[config.mk]
export PLATFORM = sky130hd
export DESIGN_NAME = doorc_controller
export DESIGN_NICKNAME = d
export VERILOG_FILES = /design/src/doorc_pkg.sv /design/src/doorc_controller.sv
export VERILOG_INCLUDE_DIRS = /design/src
export SDC_FILE = /design/constraint.sdc
export NUM_CORES = 1
export LEC_CHECK = 0
export BUFFER_PORTS_ARGS = -buffer_cell sky130_fd_sc_hd__buf_2
export CORE_UTILIZATION = 50
export CTS_BUF_LIST = sky130_fd_sc_hd__clkbuf_2 sky130_fd_sc_hd__clkbuf_4 sky130_fd_sc_hd__clkbuf_8
export DETAILED_ROUTE_END_ITERATION = 10
export HOLD_SLACK_MARGIN = 0.1
export PLACE_DENSITY = 0.71
export SLEW_MARGIN = 25
export SYNTH_ARGS = -nofsm -noshare
export SYNTH_HDL_FRONTEND = slang
export SYNTH_SLANG_ARGS = --single-unit
[constraint.sdc]
create_clock -name clk -period 6.9 [get_ports clk]
set_input_delay 0.345 -clock clk [delete_from_list [all_inputs] [get_ports clk]]
set_output_delay 0.345 -clock clk [all_outputs]
set_load 0.05 [all_outputs]
[src/doorc_cfg.svh]
`ifndef DOORC_CFG_SVH
`define DOORC_CFG_SVH

// Clock rate of clk in Hz.
`define DOORC_CLK_HZ 64'd250_000_000

// Exit window after business hours, in seconds.
`define DOORC_EXIT_WINDOW_S 64'd3600
// Warning buzzer pulse, in milliseconds.
`define DOORC_BUZZ_MS 64'd1000
// Default minimum quiet time before closing, in milliseconds.
`define DOORC_CLOSE_DELAY_MS 64'd3000

// Derived cycle counts (millisecond times round down, all well above one cycle).
`define DOORC_EXIT_WINDOW_CYC (`DOORC_EXIT_WINDOW_S * `DOORC_CLK_HZ)
`define DOORC_BUZZ_CYC ((`DOORC_BUZZ_MS * `DOORC_CLK_HZ) / 64'd1000)
`define DOORC_CLOSE_DELAY_CYC ((`DOORC_CLOSE_DELAY_MS * `DOORC_CLK_HZ) / 64'd1000)

// Width of the timing counters; one hour at 250 MHz needs 40 bits.
`define DOORC_CNT_W 40

// Motion state encodings.
`define DOORC_MOTION_IDLE 2'h0
`define DOORC_MOTION_OPENING 2'h1
`define DOORC_MOTION_CLOSING 2'h2

`endif

[src/doorc_pkg.sv]
`include "doorc_cfg.svh"

package doorc_pkg;

   typedef logic [`DOORC_CNT_W-1:0] doorc_count_type;

   typedef enum logic [1:0] {
      DOORC_IDLE = `DOORC_MOTION_IDLE,
      DOORC_OPENING = `DOORC_MOTION_OPENING,
      DOORC_CLOSING = `DOORC_MOTION_CLOSING
   } doorc_motion_type;

   typedef struct packed {
      logic outside_motion;
      logic inside_motion;
      logic closed_limit;
      logic open_limit;
      logic perm_open_sw;
      logic perm_closed_sw;
      logic business_hours;
   } doorc_pins_type;

   typedef struct packed {
      logic open_motor;
      logic close_motor;
      logic warn_buzzer;
   } doorc_drive_type;

   typedef struct packed {
      doorc_pins_type sync_meta;
      doorc_pins_type sync;
      logic hours_prev;
      doorc_count_type exit_cnt;
      doorc_count_type quiet_cnt;
      doorc_count_type buzz_cnt;
      doorc_motion_type motion;
      doorc_drive_type drive;
   } doorc_state_type;

endpackage

[src/doorc_controller.sv]
`timescale 1ns/1ps
`include "doorc_cfg.svh"

// Overview of operation
// - Open motor on permanent-open or qualified motion.
// - Release open motor at open limit.
// - Close motor on permanent-closed or nobody near.
// - Release close motor at closed limit.
// - Outside sensor opens during business hours.
// - Inside sensor opens during business hours.
// - Inside sensor still accepted one hour after closing.
// - One-second buzzer pulse when closing starts.
// - In automatic mode, hold open while any sensor reports accepted presence.
// - In automatic mode, close only after configurable quiet delay.
module doorc_controller
   import doorc_pkg::*;
#(
   parameter logic [`DOORC_CNT_W-1:0] EXIT_WINDOW_CYCLES =
      `DOORC_CNT_W'(`DOORC_EXIT_WINDOW_CYC),
   parameter logic [`DOORC_CNT_W-1:0] BUZZ_CYCLES =
      `DOORC_CNT_W'(`DOORC_BUZZ_CYC),
   parameter logic [`DOORC_CNT_W-1:0] CLOSE_DELAY_CYCLES =
      `DOORC_CNT_W'(`DOORC_CLOSE_DELAY_CYC)
) (
   // Clock and reset.
   input wire logic clk,
   input wire logic rst_b,
   // Sensors and limit switches.
   input wire logic outside_motion_in,
   input wire logic inside_motion_in,
   input wire logic closed_limit_in,
   input wire logic open_limit_in,
   // Control switch and time condition.
   input wire logic perm_open_sw_in,
   input wire logic perm_closed_sw_in,
   input wire logic business_hours_in,
   // Actuators.
   output logic open_motor_out,
   output logic close_motor_out,
   output logic warn_buzzer_out
);

   // The counters cannot serve a zero length for any timed interval.
   if (EXIT_WINDOW_CYCLES == '0) begin : g_bad_exit
      $error("doorc_controller: EXIT_WINDOW_CYCLES must be at least 1");
   end
   if (BUZZ_CYCLES == '0) begin : g_bad_buzz
      $error("doorc_controller: BUZZ_CYCLES must be at least 1");
   end
   if (CLOSE_DELAY_CYCLES == '0) begin : g_bad_delay
      $error("doorc_controller: CLOSE_DELAY_CYCLES must be at least 1");
   end

   // Motor drive bits for a motion state; opening and closing exclude each other.
   function automatic doorc_drive_type motor_drive(input doorc_motion_type m);
      doorc_drive_type d;
      d = '0;
      d.open_motor = (m == DOORC_OPENING);
      d.close_motor = (m == DOORC_CLOSING);
      return d;
   endfunction

   logic rst_meta_b;
   logic rst_sync_b;

   always_ff @(posedge clk or negedge rst_b) begin
      if (!rst_b) begin
         rst_meta_b <= 1'b0;
         rst_sync_b <= 1'b0;
      end else begin
         rst_meta_b <= 1'b1;
         rst_sync_b <= rst_meta_b;
      end
   end

   doorc_pins_type pins;
   doorc_state_type state;
   doorc_state_type next_state;

   always_comb begin
      pins.outside_motion = outside_motion_in;
      pins.inside_motion = inside_motion_in;
      pins.closed_limit = closed_limit_in;
      pins.open_limit = open_limit_in;
      pins.perm_open_sw = perm_open_sw_in;
      pins.perm_closed_sw = perm_closed_sw_in;
      pins.business_hours = business_hours_in;
   end

   logic hours;
   logic exit_window;
   logic outside_ok;
   logic inside_ok;
   logic presence;
   logic quiet_done;
   logic auto_mode;
   logic open_req;
   logic close_req;

   always_comb begin
      hours = state.sync.business_hours;
      exit_window = (state.exit_cnt != '0);
      // Outside detections count only during business hours.
      outside_ok = state.sync.outside_motion & hours;
      // Inside detections count during hours and the exit window.
      inside_ok = state.sync.inside_motion & (hours | exit_window);
      presence = outside_ok | inside_ok;
      quiet_done = (state.quiet_cnt >= CLOSE_DELAY_CYCLES);
      auto_mode = ~state.sync.perm_open_sw & ~state.sync.perm_closed_sw;
      open_req = state.sync.perm_open_sw | (auto_mode & presence);
      close_req = ~state.sync.perm_open_sw
         & (state.sync.perm_closed_sw | (auto_mode & quiet_done & ~presence));
   end

   always_comb begin
      next_state = state;
      next_state.sync_meta = pins;
      next_state.sync = state.sync_meta;
      next_state.hours_prev = hours;

      // Exit window starts when business hours end and runs one hour.
      if (hours) begin
         next_state.exit_cnt = '0;
      end else if (state.hours_prev) begin
         next_state.exit_cnt = EXIT_WINDOW_CYCLES;
      end else if (exit_window) begin
         next_state.exit_cnt = state.exit_cnt - 1'b1;
      end

      // Quiet timer restarts on any accepted presence.
      if (presence) begin
         next_state.quiet_cnt = '0;
      end else if (!quiet_done) begin
         next_state.quiet_cnt = state.quiet_cnt + 1'b1;
      end

      // Opening is checked first so it always wins over closing.
      if (open_req && !state.sync.open_limit) begin
         next_state.motion = DOORC_OPENING;
      end else if (close_req && !state.sync.closed_limit) begin
         next_state.motion = DOORC_CLOSING;
      end else begin
         next_state.motion = DOORC_IDLE;
      end

      // The buzzer pulse starts with each new closing motion.
      if (next_state.motion == DOORC_CLOSING && state.motion != DOORC_CLOSING) begin
         next_state.buzz_cnt = BUZZ_CYCLES;
      end else if (state.buzz_cnt != '0) begin
         next_state.buzz_cnt = state.buzz_cnt - 1'b1;
      end

      next_state.drive = motor_drive(next_state.motion);
      next_state.drive.warn_buzzer = (next_state.buzz_cnt != '0);
   end

   always_ff @(posedge clk or negedge rst_sync_b) begin
      if (!rst_sync_b) begin
         state <= '0;
      end else begin
         state <= next_state;
      end
   end

   assign open_motor_out = state.drive.open_motor;
   assign close_motor_out = state.drive.close_motor;
   assign warn_buzzer_out = state.drive.warn_buzzer;

endmodule // doorc_controller

==> Word level (Yosys, flattened, before mapping) <==
Index checks and enable logic that the tools add are counted.
{ "totals": {"regBits": 142, "latch_bits": 0, "mem_bits_rw": 0, "mem_bits_ro": 0, "in_bits": 9, "out_inout_bits": 3, "wordCells": 64, "mem_count": 0} }
{ "classes": {"addsub": 3, "mul": 0, "div": 0, "order_cmp": 1, "n_eq_ne": 4, "shift": 0, "mux": 9, "bitwise_logic": 14, "n_reduce_logical": 9} }
{ "ops": {"columns": ["operator", "n"], "rows": [
  ["two-way mux 40 bit", 7],
  ["nonzero test 40 bit", 3],
  ["subtractor 40 x 1 -> 40 bit (second input constant)", 2],
  ["adder 40 x 1 -> 40 bit (second input constant)", 1],
  ["greater-or-equal comparator 40 x 30 -> 1 bit (second input constant)", 1],
  ["AND 1 bit", 7],
  ["two-way mux 2 bit", 2],
  ["!= test 2 bit (second input constant)", 2],
  ["bitwise OR 1 bit", 4],
  ["logical AND 1 bit", 3],
  ["NOT 1 bit", 3],
  ["nonzero test 3 bit", 1],
  ["equality test 2 x 1 -> 1 bit (second input constant)", 1],
  ["equality test 2 bit (second input constant)", 1],
  ["zero test 1 bit", 2]
]} }

==> Logic depth before layout (Yosys ltp) <==
Gate-level depths: netlist of run 1.
{ "depth": {"ltp_word": 15, "mapped_depth": 11, "depth_no_buf": 9} }

==> Worst setup path before layout of run 1 <==
No wires, ideal clock.
{ "synth_path": {"path_kind": "register -> register", "startpoint": "reg state[5] (netlist bit)", "endpoint": "reg state, in the netlist warn_buzzer_out", "setup_ns": 0.138, "arrival_ns": 2.546, "required_ns": 6.762, "path_slack_ns": 4.217, "path_stages_with_launch": 10, "path_buffers": 0, "synth_period_minus_slack_ns": 2.683, "cell_sequence": "dfrtp_1 inv_1 ha_1 or4b_2 nor4_4 o2111ai_1 a211oi_1 o221ai_1 nor4b_1 nand4_1"} }
{ "synth_rtl": {"columns": ["item", "line_no", "text"], "rows": [
  ["start: declaration", "doorc_controller.sv:77", "doorc_state_type state;"],
  ["start signal: assignment", "doorc_controller.sv:161", "state <= next_state;"]
]} }

==> Worst setup path in the final report of run 1 <==
{ "layout_path": {"startpoint": "reg state[99] (netlist bit)", "endpoint": "reg state[108] (netlist bit)"} }
{ "layout_between": {"elab_chain_cells": 4, "word_cells_on_any_way": 6, "cone_classes": "add/sub: 1; mux: 3; reduce/logical: 2"} }
{ "layout_lines": {"columns": ["item", "line_no", "text"], "rows": [
  ["subtractor 40 x 1 -> 40 bit", "doorc_controller.sv:127", "next_state.exit_cnt = state.exit_cnt - 1'b1;"],
  ["two-way mux 40 bit", "doorc_controller.sv:126", "end else if (exit_window) begin"],
  ["two-way mux 40 bit", "doorc_controller.sv:124", "end else if (state.hours_prev) begin"],
  ["two-way mux 40 bit", "doorc_controller.sv:122", "if (hours) begin"]
]} }
Parallel ways exist; a longest one is shown, timed or not. The select of a mux whose other input is x is not followed.
A chain may end at the register's enable or synchronous reset.

==> impl_summary.log, run 1 <==
INFO  metric clk_root_buffer_cell = sky130_fd_sc_hd__clkbuf_8
INFO  metric initial_core_util = 0.516
INFO  metric drtAntennaViolNets = 0
INFO  metric dpl_cell_area = 7410 µm²
INFO  metric post_cts_resize_count = 0
INFO  metric placement_rows = 43
INFO  metric synth_async_sr_flop_share = 1.00
INFO  metric cts_made_buffers = 17
INFO  metric crit_path_top_delay_cell = sky130_fd_sc_hd__nor2_1
INFO  metric synth-seq-area-share = 0.489
INFO  metric total_power = 0.00192 W
INFO  metric cp.arrival = 3.55 ns
INFO  metric synth.most_common_cell = sky130_fd_sc_hd__dfrtp_1
INFO  metric synthesis.yosys.warnings = 0
INFO  metric finalWorstSetupSlack = 3.67 ns
INFO  metric clk_pin_slew = 0.09 ns
INFO  metric synth.net_count = 769
INFO  metric number_of_levels_in_the_clock_h_tree = 4
INFO  metric count_of_final_hold_check_violations = 0
INFO  metric max_cap_viols = 0
INFO  metric crit_path_cell_trace = or4_1 -> nor3_1 -> nand4_1 -> nor2_1 -> or4_1 -> xor2_1 -> nor2_1
INFO  metric full_die_area = 14900 µm²
INFO  metric diodes_inserted = 0
INFO  metric gr-usage-all-layers = 0.231
INFO  metric finalWeightedCongestion = 0.889
INFO  metric synthFlopType = sky130_fd_sc_hd__dfrtp_1
INFO  metric setup.worst_path.start_class = register
INFO  metric cts_sinks = 141
INFO  metric fp.coreArea = 14000 µm²
INFO  metric path_class = reg -> reg
INFO  metric synthesis.area = 7210 µm²
INFO  metric dp_worst_setup_slack = 3.75 ns
INFO  metric synth-seq-cells = 141
INFO  metric first_global_vias = 5660
INFO  metric drt_iter0_drc = 364
INFO  metric totalNegativeSetupSlack = 0 ns
INFO  metric timing.fmax = 310 MHz
INFO  metric grt-ovfl-total = 0
INFO  metric crit_fanout = 15
INFO  metric die_h = 122 µm
INFO  metric maximum_vdd_drop = 0.278 mV
INFO  metric postSynthAreaPerCell = 9.57 µm²
INFO  metric worst_ep_required_time = 7.22 ns
INFO  metric crit_path_max_incr_delay = 0.82 ns
INFO  metric maximum_number_of_pins_on_one_net_before_global_route_repair = 73
INFO  metric tightestPinTransition = 0.951 ns
INFO  metric cp_endpoint_kind = register
INFO  metric cp.buffers_inverters = 0
INFO  metric io_pins = 12
INFO  metric netlist-cell-type-count = 66
INFO  metric hold_slack = 0.217 ns
INFO  metric yosysTopAreaCell = sky130_fd_sc_hd__dfrtp_1
INFO  metric via_per_inst = 5.95
INFO  metric synth_enable_flop_cells = 0
INFO  metric min-delay-path-class = in -> async
INFO  metric first_pass_iteration_count_of_the_detailed_router = 6
INFO  metric top_cells_by_instance_count_after_synthesis = 141 x sky130_fd_sc_hd__dfrtp_1, 118 x sky130_fd_sc_hd__nor2_1, 44 x sky130_fd_sc_hd__xnor2_1
INFO  metric drive_gt1_frac = 0.0936
INFO  metric route.detailed.wl_per_inst = 16.1 µm
INFO  metric dp_hpwl = 9980 µm
INFO  metric critical_path.top_delay_family = simple AND/OR/NAND/NOR gates
INFO  metric number_of_antenna_violations_at_the_first_check_in_global_routing = 0
INFO  metric cts_hold_buffers = 8
INFO  metric setup_viol = 0
INFO  metric r2r_start = state[99]
INFO  metric final_max_slew_viol_count = 0
INFO  metric cts.repair_timing.setup_buffer_count = 0
INFO  metric grtUsageMet1 = 0.310
INFO  metric stdcell_area = 7920 µm²
INFO  metric synthTopCellsByArea = sky130_fd_sc_hd__dfrtp_1 49%, sky130_fd_sc_hd__nor2_1 6.1%, sky130_fd_sc_hd__xnor2_1 5.3%, sky130_fd_sc_hd__xor2_1 4.4%, sky130_fd_sc_hd__nor4_1 2.3%
INFO  metric power.density_cell_area = 243 nW/µm²
INFO  metric routed-via-count = 5708
INFO  metric drt_wl_total = 15400 µm
INFO  metric clk_path_buf_depth = 2
INFO  metric global_route.usage.met2 = 0.361
INFO  metric finClkSkew = 0.0158 ns
INFO  metric port_buffers = 11
INFO  metric grt_first_pass_wirelength = 26900 µm
INFO  metric leakagePower = 3.21 nW
INFO  metric die_w = 122 µm
INFO  metric slew_headroom = 0.363
INFO  metric synth_cells = 754
INFO  metric synth.top_cell.area_share = 0.489
INFO  metric clock_latency_reported_for_the_late_side_of_the_worst_skew_pair = 0.46 ns
INFO  metric post-route-period-util = 0.467
INFO  metric crit_start = state[99]
INFO  metric tritoncts = built
INFO  metric route.detailed.drc = 0
INFO  metric grt_use_met3 = 0.0515
INFO  metric min_clock_period_post_route = 3.23 ns
INFO  metric layout-area-overhead-vs-synth = 9.73%
INFO  metric top_usage_layer = met2
INFO  metric status = completed
INFO  metric rsz_0062_raised_after_global_routing = false
INFO  metric final_net_count = 782
-- flip-flops by register name, indices dropped and copies added (netlist names) --
name	cells
close_motor_out	1
hours	1
rst_sync_b	1
warn_buzzer_out	1
open_motor_out	1
state	128
rst_meta_b	1
next_state	7
-- layout by cell type, fill, tap and decap left out, types with 4 or more instances in the layout --
cell,instances
sky130_fd_sc_hd__nand2b_1,7
sky130_fd_sc_hd__ha_1,6
sky130_fd_sc_hd__buf_2,11
sky130_fd_sc_hd__inv_6,5
sky130_fd_sc_hd__dfrtp_1,140
sky130_fd_sc_hd__inv_1,20
sky130_fd_sc_hd__nand3_1,28
sky130_fd_sc_hd__and3_1,11
sky130_fd_sc_hd__nor2_1,118
sky130_fd_sc_hd__nor3_1,31
sky130_fd_sc_hd__nor4_1,25
sky130_fd_sc_hd__o31ai_1,6
sky130_fd_sc_hd__o211ai_1,4
sky130_fd_sc_hd__nor4_2,5
sky130_fd_sc_hd__or2_2,4
sky130_fd_sc_hd__nand4_1,23
sky130_fd_sc_hd__a31oi_1,8
sky130_fd_sc_hd__dlygate4sd3_1,8
sky130_fd_sc_hd__o21ai_0,24
sky130_fd_sc_hd__xnor2_1,44
sky130_fd_sc_hd__clkbuf_8,18
sky130_fd_sc_hd__inv_8,4
sky130_fd_sc_hd__a211oi_1,4
sky130_fd_sc_hd__a21oi_1,31
sky130_fd_sc_hd__a211o_1,4
sky130_fd_sc_hd__or4_1,20
sky130_fd_sc_hd__nand2_1,42
sky130_fd_sc_hd__xor2_1,36
sky130_fd_sc_hd__and2_1,15
sky130_fd_sc_hd__or3_1,15
-- worst reg2reg max path, stage by stage (launching register included) --
cell and delay (ns):
sky130_fd_sc_hd__dfrtp_1 0.45, sky130_fd_sc_hd__or4_1 0.63, sky130_fd_sc_hd__nor3_1 0.41, sky130_fd_sc_hd__nand4_1 0.35
sky130_fd_sc_hd__nor2_1 0.82, sky130_fd_sc_hd__or4_1 0.23, sky130_fd_sc_hd__xor2_1 0.14, sky130_fd_sc_hd__nor2_1 0.05
-- report_power, final --
group          leakage, nW  switching [W]  internal [W]
combinational         1.19       0.000156      0.000111
sequential            1.82      0.0000786      0.000874
clock                0.205       0.000358      0.000346
-- stage by stage --
step	instances	utilization
floorplan	754	-
global route	960	0.566
CTS	960	0.566
global placement	920	0.530
detailed placement	920	0.530
finish	960	0.566
-- metal layers --
layer	up-vias	wire, µm
li1	2720	-
met1	2799	7100
met2	163	7310
met3	26	743
met4	0	273
met5	-	0
-- cells by family after synthesis --
logic type / after synthesis / synth area share
AO/OA/AOI/OAI: 105 / 0.0980
XOR/XNOR: 80 / 0.0971
adder cells (fa/ha/maj): 6 / 0.0104
buffers and inverters: 49 / 0.0281
flip-flops: 141 / 0.489
other: 1 / 0.000520
AND/OR/NAND/NOR: 372 / 0.277
-- final cells by class --
cell class,count,area [µm²]
clock buffers,18,248
clock inverters,14,171
fillers,1199,6070
inverters,20,75.1
multi-input cells,564,3490
flip-flops and latches,141,3530
well taps,180,225
repair buffers,23,169
-- worst paths after layout --
| check | endpoint | slack (ns) | cells past startpoint |
|---|---|---|---|
| max reg2reg | state[108] | 3.67 | 7 |
| min in group clk | state[130] | 0.36 | 0 |
| min reg2reg | state[130] | 0.36 | 0 |
| min | rst_sync_b | 0.22 | 2 |
| max in group asynchronous | state[43] | 5.29 | 1 |
| max | state[108] | 3.67 | 7 |
Power figures use the tool's default switching activity.
==> inputs of run 2 (changes only) <==
ABC_AREA = 1   (was not set)
clock period = 3.05 ns   (was 6.9 ns; I/O delays follow)
==> impl_summary.log, run 2 <==
INFO  metric multi_input_comb_area = 3680 µm²
INFO  metric min_clock_period_post_route = 2.71 ns
INFO  metric crit_path_top_delay_cell = sky130_fd_sc_hd__dfrtp_1
INFO  metric part_of_the_total_power_dissipated_in_the_clock_network = 0.333
INFO  metric layout-area-overhead-vs-synth = 9.93%
INFO  metric crit_path_max_incr_delay = 0.44 ns
INFO  metric synthTopCellsByArea = sky130_fd_sc_hd__dfrtp_1 45%, sky130_fd_sc_hd__nand2_1 10%, sky130_fd_sc_hd__nor2_1 8.7%, sky130_fd_sc_hd__inv_1 7.5%, sky130_fd_sc_hd__nand3_1 3.3%
INFO  metric synth_cells = 1066
INFO  metric crit_path_cell_trace = inv_1 -> ha_1 -> inv_1 -> nor2_2 -> nand2_1 -> xor2_1 -> o21ai_1 -> nand2_1 -> nor2_1 -> nand3_1 -> nor2_1 -> nand2_1 -> nor2_1 -> nand3_1
INFO  metric synth-seq-area-share = 0.445
INFO  metric synth.top_cell.area_share = 0.445
INFO  metric fp.coreArea = 15300 µm²
INFO  metric first_pass_iteration_count_of_the_detailed_router = 5
INFO  metric power_switching_share = 0.332
INFO  metric maximum_number_of_pins_on_one_net_before_global_route_repair = 55
INFO  metric slew_headroom = 0.517
INFO  metric synth_async_sr_flop_share = 1.00
INFO  metric finClkSkew = 0.0148 ns
INFO  metric number_of_antenna_violations_at_the_first_check_in_global_routing = 0
INFO  metric min-delay-path-class = in -> reg
INFO  metric critical_path.top_delay_family = simple AND/OR/NAND/NOR gates
INFO  metric gr-usage-all-layers = 0.245
INFO  metric die_w = 128 µm
INFO  metric io_pins = 12
INFO  metric clk_pin_slew = 0.09 ns
INFO  metric layout_common_cells = 213 x sky130_fd_sc_hd__nand2_1, 183 x sky130_fd_sc_hd__nor2_1, 159 x sky130_fd_sc_hd__inv_1
INFO  metric synthesis.yosys.warnings = 0
INFO  metric full_die_area = 16400 µm²
INFO  metric placement_rows = 45
INFO  metric worst_ep_required_time = 3.39 ns
INFO  metric timing.fmax = 369 MHz
INFO  metric die_h = 128 µm
INFO  metric cts_sinks = 141
INFO  metric power.density_cell_area = 497 nW/µm²
INFO  metric grt_first_pass_wirelength = 31000 µm
INFO  metric layout_commonest_cell = sky130_fd_sc_hd__nand2_1
INFO  metric maximum_vdd_drop = 0.338 mV
INFO  metric count_of_final_hold_check_violations = 0
INFO  metric finalWeightedCongestion = 0.968
INFO  metric fillerInstances = 1500
INFO  metric finalWorstSetupSlack = 0.342 ns
INFO  metric post-route-period-util = 0.888
INFO  metric cts_made_buffers = 17
INFO  metric max_cap_viols = 0
INFO  metric synth.net_count = 1081
INFO  metric diodes_inserted = 0
INFO  metric clk_path_buf_depth = 2
INFO  metric drt_wl_total = 18600 µm
INFO  metric top_cells_by_instance_count_after_synthesis = 213 x sky130_fd_sc_hd__nand2_1, 183 x sky130_fd_sc_hd__nor2_1, 159 x sky130_fd_sc_hd__inv_1
INFO  metric largest_reg_flops = 128
INFO  metric via_per_inst = 5.17
INFO  metric synth-seq-cells = 141
INFO  metric leakagePower = 4.26 nW
INFO  metric synthFlopType = sky130_fd_sc_hd__dfrtp_1
INFO  metric route.detailed.drc = 0
INFO  metric clock_latency_reported_for_the_late_side_of_the_worst_skew_pair = 0.46 ns
INFO  metric tritoncts = built
INFO  metric port_buffers = 11
INFO  metric drive_gt1_frac = 0.0964
INFO  metric biggest_register = state
INFO  metric cellInternalPower = 0.00289 W
INFO  metric path_class = reg -> reg
INFO  metric postSynthAreaPerCell = 7.44 µm²
INFO  metric first_global_vias = 6473
INFO  metric dp_worst_setup_slack = 0.469 ns
INFO  metric netlist-cell-type-count = 57
INFO  metric clk_root_buffer_cell = sky130_fd_sc_hd__clkbuf_8
INFO  metric tightestPinTransition = 0.719 ns
INFO  metric synth.most_common_cell = sky130_fd_sc_hd__nand2_1
INFO  metric crit_fanout = 9
INFO  metric seqCellArea = 3530 µm²
INFO  metric cp_endpoint_kind = register
INFO  metric final_max_slew_viol_count = 0
INFO  metric setup_viol = 0
INFO  metric yosysTopAreaCell = sky130_fd_sc_hd__dfrtp_1
INFO  metric dp_hpwl = 14000 µm
INFO  metric setup.worst_path.start_class = register
INFO  metric drtAntennaViolNets = 0
INFO  metric synthesis.area = 7930 µm²
INFO  metric totalNegativeSetupSlack = 0 ns
INFO  metric final_net_count = 1112
INFO  metric initial_core_util = 0.518
INFO  metric cp.arrival = 3.04 ns
INFO  metric seq_power_share = 0.482
INFO  metric route.detailed.wl_per_inst = 14.0 µm
INFO  metric grt-ovfl-total = 0
INFO  metric cp.buffers_inverters = 2
INFO  metric net_load_switching_power = 0.00144 W
INFO  metric status = completed
INFO  metric drt_iter0_drc = 584
INFO  metric number_of_levels_in_the_clock_h_tree = 4
INFO  metric rsz_0062_raised_after_global_routing = false
INFO  metric routed-via-count = 6826
INFO  metric pwr-share-comb = 0.185
INFO  metric synth_enable_flop_cells = 0
## run 2: cell types whose count changed in the layout (fill, tap and decap cells not counted), moves of 15 or more
cell / delta
sky130_fd_sc_hd__a21oi_1: +20
sky130_fd_sc_hd__nand2_1: +171
sky130_fd_sc_hd__nor2_1: +65
sky130_fd_sc_hd__nor4_1: -15
sky130_fd_sc_hd__or4_1: -18
sky130_fd_sc_hd__nand3_1: +24
sky130_fd_sc_hd__xnor2_1: -30
sky130_fd_sc_hd__inv_1: +139
sky130_fd_sc_hd__nor2_2: +20
## run 2: final cells by class
type / instances / area share
clock buffers: 17 / 0.0269
clock inverters: 15 / 0.0161
inverters: 169 / 0.0728
multi-input cells: 740 / 0.422
flip-flops and latches: 141 / 0.405
well taps: 211 / 0.0303
repair buffers: 28 / 0.0264
## run 2: cell families after synthesis
| group | count (synthesis) | share of synthesized area |
|---|---|---|
| flops | 141 | 0.445 |
| other cells | 1 | 0.000473 |
| simple gates | 574 | 0.325 |
| fa+ha+maj | 6 | 0.00947 |
| buf+inv | 185 | 0.0908 |
| compound gates | 119 | 0.0854 |
| xor+xnor | 40 | 0.0442 |
## run 2: final timing paths
kind	from	end	slack [ns]	cells past startpoint
max	state[5]	warn_buzzer_out	0.34	14
min	outside_motion_in	next_state[132]	0.33	2
max reg2reg	state[5]	warn_buzzer_out	0.34	14
min reg2reg	next_state[128]	state[128]	0.35	0
max in group asynchronous	rst_sync_b	state[112]	1.93	1
min in group asynchronous	rst_sync_b	state[10]	0.37	0
## run 2: worst register-to-register path, cell delays in order, from the launching register on
cell	delay, ns
sky130_fd_sc_hd__dfrtp_1	0.44
sky130_fd_sc_hd__inv_1	0.14
sky130_fd_sc_hd__ha_1	0.34
sky130_fd_sc_hd__inv_1	0.12
sky130_fd_sc_hd__nor2_2	0.32
sky130_fd_sc_hd__nand2_1	0.19
sky130_fd_sc_hd__xor2_1	0.19
sky130_fd_sc_hd__o21ai_1	0.19
sky130_fd_sc_hd__nand2_1	0.08
sky130_fd_sc_hd__nor2_1	0.10
sky130_fd_sc_hd__nand3_1	0.08
sky130_fd_sc_hd__nor2_1	0.14
sky130_fd_sc_hd__nand2_1	0.08
sky130_fd_sc_hd__nor2_1	0.11
sky130_fd_sc_hd__nand3_1	0.07
## run 2: per-stage QoR
stage	std cells	instance area, µm²	hold WS (ns)	power (W)	util
2_1_floorplan	1066	7930	-0.143	0.00270	-
3_3_place_gp	1280	8250	-0.0612	0.00290	0.539
4_1_cts	1321	8710	0.301	0.00436	0.569
3_5_place_dp	1280	8250	-0.0591	0.00291	0.539
5_1_grt	1321	8710	0.319	0.00457	0.569
6_report	1321	8710	0.333	0.00433	0.569
## run 2: metal layers
layer / GRT usage / up-vias / wire (µm)
li1: - / 3447 / -
met1: 0.337 / 3208 / 8920
met2: 0.387 / 148 / 8420
met3: 0.0568 / 23 / 980
met4: 0.0727 / 0 / 240
met5: 0 / - / 0
## run 2: timing repair
| action | CTS | global route |
|---|---|---|
| hold buffers | 9 | 0 |
| buffers inserted | 0 | 0 |
| hold endpoints to repair | 9 | 0 |
| gates resized for setup | 0 | 0 |
## run 2: power by group through the flow
| stage | Clock [W] | Combinational, W | Sequential (W) |
|---|---|---|---|
| floorplan | 0 | 0.000589 | 0.00212 |
| global placement | 0 | 0.000774 | 0.00212 |
| detailed placement | 0 | 0.000781 | 0.00213 |
| CTS | 0.00148 | 0.000797 | 0.00209 |
| global route | 0.00155 | 0.000909 | 0.00211 |
| finish | 0.00144 | 0.000800 | 0.00209 |
==> inputs of run 3 (changes only) <==
PLACE_DENSITY = 0.72   (was 0.71)
RECOVER_POWER = 25   (was not set)
==> impl_summary.log, run 3 (synthesis results as in run 2) <==
INFO  metric final_net_count = 1112
INFO  metric die_w = 128 µm
INFO  metric tritoncts = built
INFO  metric crit_fanout = 9
INFO  metric drt_wl_total = 18300 µm
INFO  metric biggest_register = state
INFO  metric die_h = 128 µm
INFO  metric finalWeightedCongestion = 0.943
INFO  metric full_die_area = 16400 µm²
INFO  metric port_buffers = 11
INFO  metric io_pins = 12
INFO  metric path_class = reg -> reg
INFO  metric cts_sinks = 141
INFO  metric crit_path_top_delay_cell = sky130_fd_sc_hd__dfrtp_1
INFO  metric setup.worst_path.start_class = register
INFO  metric layout_common_cells = 213 x sky130_fd_sc_hd__nand2_1, 183 x sky130_fd_sc_hd__nor2_1, 159 x sky130_fd_sc_hd__inv_1
INFO  metric drive_gt1_frac = 0.0946
INFO  metric clk_path_buf_depth = 2
INFO  metric routed-via-count = 6783
INFO  metric via_per_inst = 5.13
INFO  metric first_pass_iteration_count_of_the_detailed_router = 5
INFO  metric pwr-share-comb = 0.183
INFO  metric maximum_number_of_pins_on_one_net_before_global_route_repair = 61
INFO  metric clk_root_buffer_cell = sky130_fd_sc_hd__clkbuf_8
INFO  metric leakagePower = 4.28 nW
INFO  metric power_switching_share = 0.313
INFO  metric tightestPinTransition = 2.07 ns
INFO  metric min-delay-path-class = reg -> reg
INFO  metric max_cap_viols = 1
INFO  metric first_global_vias = 6450
INFO  metric layout-area-overhead-vs-synth = 10.0%
INFO  metric cp_endpoint_kind = register
INFO  metric total_power = 0.00441 W
INFO  metric maximum_vdd_drop = 0.347 mV
INFO  metric clk_pin_slew = 0.08 ns
INFO  metric net_load_switching_power = 0.00138 W
INFO  metric final_max_slew_viol_count = 51
INFO  metric crit_path_max_incr_delay = 0.44 ns
INFO  metric clock_latency_reported_for_the_late_side_of_the_worst_skew_pair = 0.44 ns
INFO  metric status = finished with violations
INFO  metric drt_iter0_drc = 540
INFO  metric number_of_levels_in_the_clock_h_tree = 4
INFO  metric count_of_final_hold_check_violations = 0
INFO  metric finClkSkew = 0.0107 ns
INFO  metric rsz_0062_raised_after_global_routing = false
INFO  metric fillerInstances = 1474
INFO  metric layout_commonest_cell = sky130_fd_sc_hd__nand2_1
INFO  metric diodes_inserted = 0
INFO  metric timing.fmax = 378 MHz
INFO  metric violations = max-capacitance violations, max-slew violations
INFO  metric route.detailed.drc = 0
INFO  metric seq_power_share = 0.473
INFO  metric grt-ovfl-total = 0
INFO  metric min_clock_period_post_route = 2.65 ns
INFO  metric worst_ep_required_time = 3.38 ns
INFO  metric gr-usage-all-layers = 0.243
INFO  metric cts_hold_buffers = 9
INFO  metric post-route-period-util = 0.867
INFO  metric drtAntennaViolNets = 0
INFO  metric dp_hpwl = 13700 µm
INFO  metric largest_reg_flops = 128
INFO  metric cp.arrival = 2.97 ns
INFO  metric setup_viol = 0
INFO  metric grt_first_pass_wirelength = 31000 µm
INFO  metric power.density_cell_area = 506 nW/µm²
INFO  metric cts.repair_timing.setup_buffer_count = 0
INFO  metric placement_rows = 45
INFO  metric totalNegativeSetupSlack = 0 ns
INFO  metric number_of_antenna_violations_at_the_first_check_in_global_routing = 0
INFO  metric route.detailed.wl_per_inst = 13.9 µm
INFO  metric post-route-util = 0.569
INFO  metric initial_core_util = 0.518
INFO  metric post_cts_resize_count = 0
INFO  metric part_of_the_total_power_dissipated_in_the_clock_network = 0.343
INFO  metric cts_made_buffers = 17
INFO  metric fp.coreArea = 15300 µm²
INFO  metric slew_headroom = -0.380
INFO  metric crit_path_cell_trace = inv_1 -> ha_1 -> inv_1 -> nor2_2 -> nand2_1 -> xor2_1 -> o21ai_1 -> nand2_1 -> nor2_1 -> nand3_1 -> nor2_1 -> nand2_1 -> nor2_1 -> nand3_1
INFO  metric cellInternalPower = 0.00303 W
==> run 3: area by class of cell <==
class	count	area [µm²]	area share
clock buffer	21	283	0.0324
sequential	141	3530	0.405
inverter	169	634	0.0727
timing repair buffer	28	216	0.0248
tap	211	264	0.0303
clock inverter	11	116	0.0133
multi-input combinational	740	3680	0.422
==> run 3: path summary, 6_finish.rpt <==
path | cells after the start | endpoint | slack [ns] | startpoint
setup / recovery | 14 | warn_buzzer_out | 0.40 | state[5]
setup reg to reg | 14 | warn_buzzer_out | 0.40 | state[5]
hold / removal | 0 | state[130] | 0.35 | next_state[130]
max in group asynchronous | 1 | state[97] | 0.87 | rst_sync_b
hold reg to reg | 0 | state[130] | 0.35 | next_state[130]
min in group asynchronous | 3 | rst_sync_b | 0.55 | rst_b
==> run 3: routing by layer <==
metal  part of all wire  vias to the layer above  track usage
met5                  0                        -            0
met4              0.012                        0       0.0609
met3              0.049                       20       0.0576
met2               0.44                      136        0.368
met1               0.50                     3179        0.352
li1                   -                     3448            -
==> run 3: power groups by stage <==
stage	sequential (W)	clock, W	combinational (W)
after floorplan	0.00212	0	0.000589
after global placement	0.00212	0	0.000770
after detailed placement	0.00212	0	0.000782
after CTS	0.00209	0.00155	0.000797
after global routing	0.00210	0.00165	0.000921
final	0.00209	0.00151	0.000809
==> run 3: worst max-delay path: cells and delay by family, from the launching register on <==
kind | cells | cell delay, ns
compound gates | 1 | 0.15
xor+xnor | 1 | 0.20
fa+ha+maj | 1 | 0.34
buf+inv | 2 | 0.27
flops | 1 | 0.44
simple gates | 9 | 1.14
==> run 3: metrics by stage <==
step	setup WS (ns)	hold slack, ns	instance area, µm²	instances
2_1_floorplan	0.708	-0.143	7930	1066
3_3_place_gp	0.553	-0.0623	8240	1280
3_5_place_dp	0.438	-0.0617	8240	1280
4_1_cts	0.431	0.323	8730	1321
5_1_grt	0.116	0.319	8720	1321
6_report	0.405	0.348	8720	1321
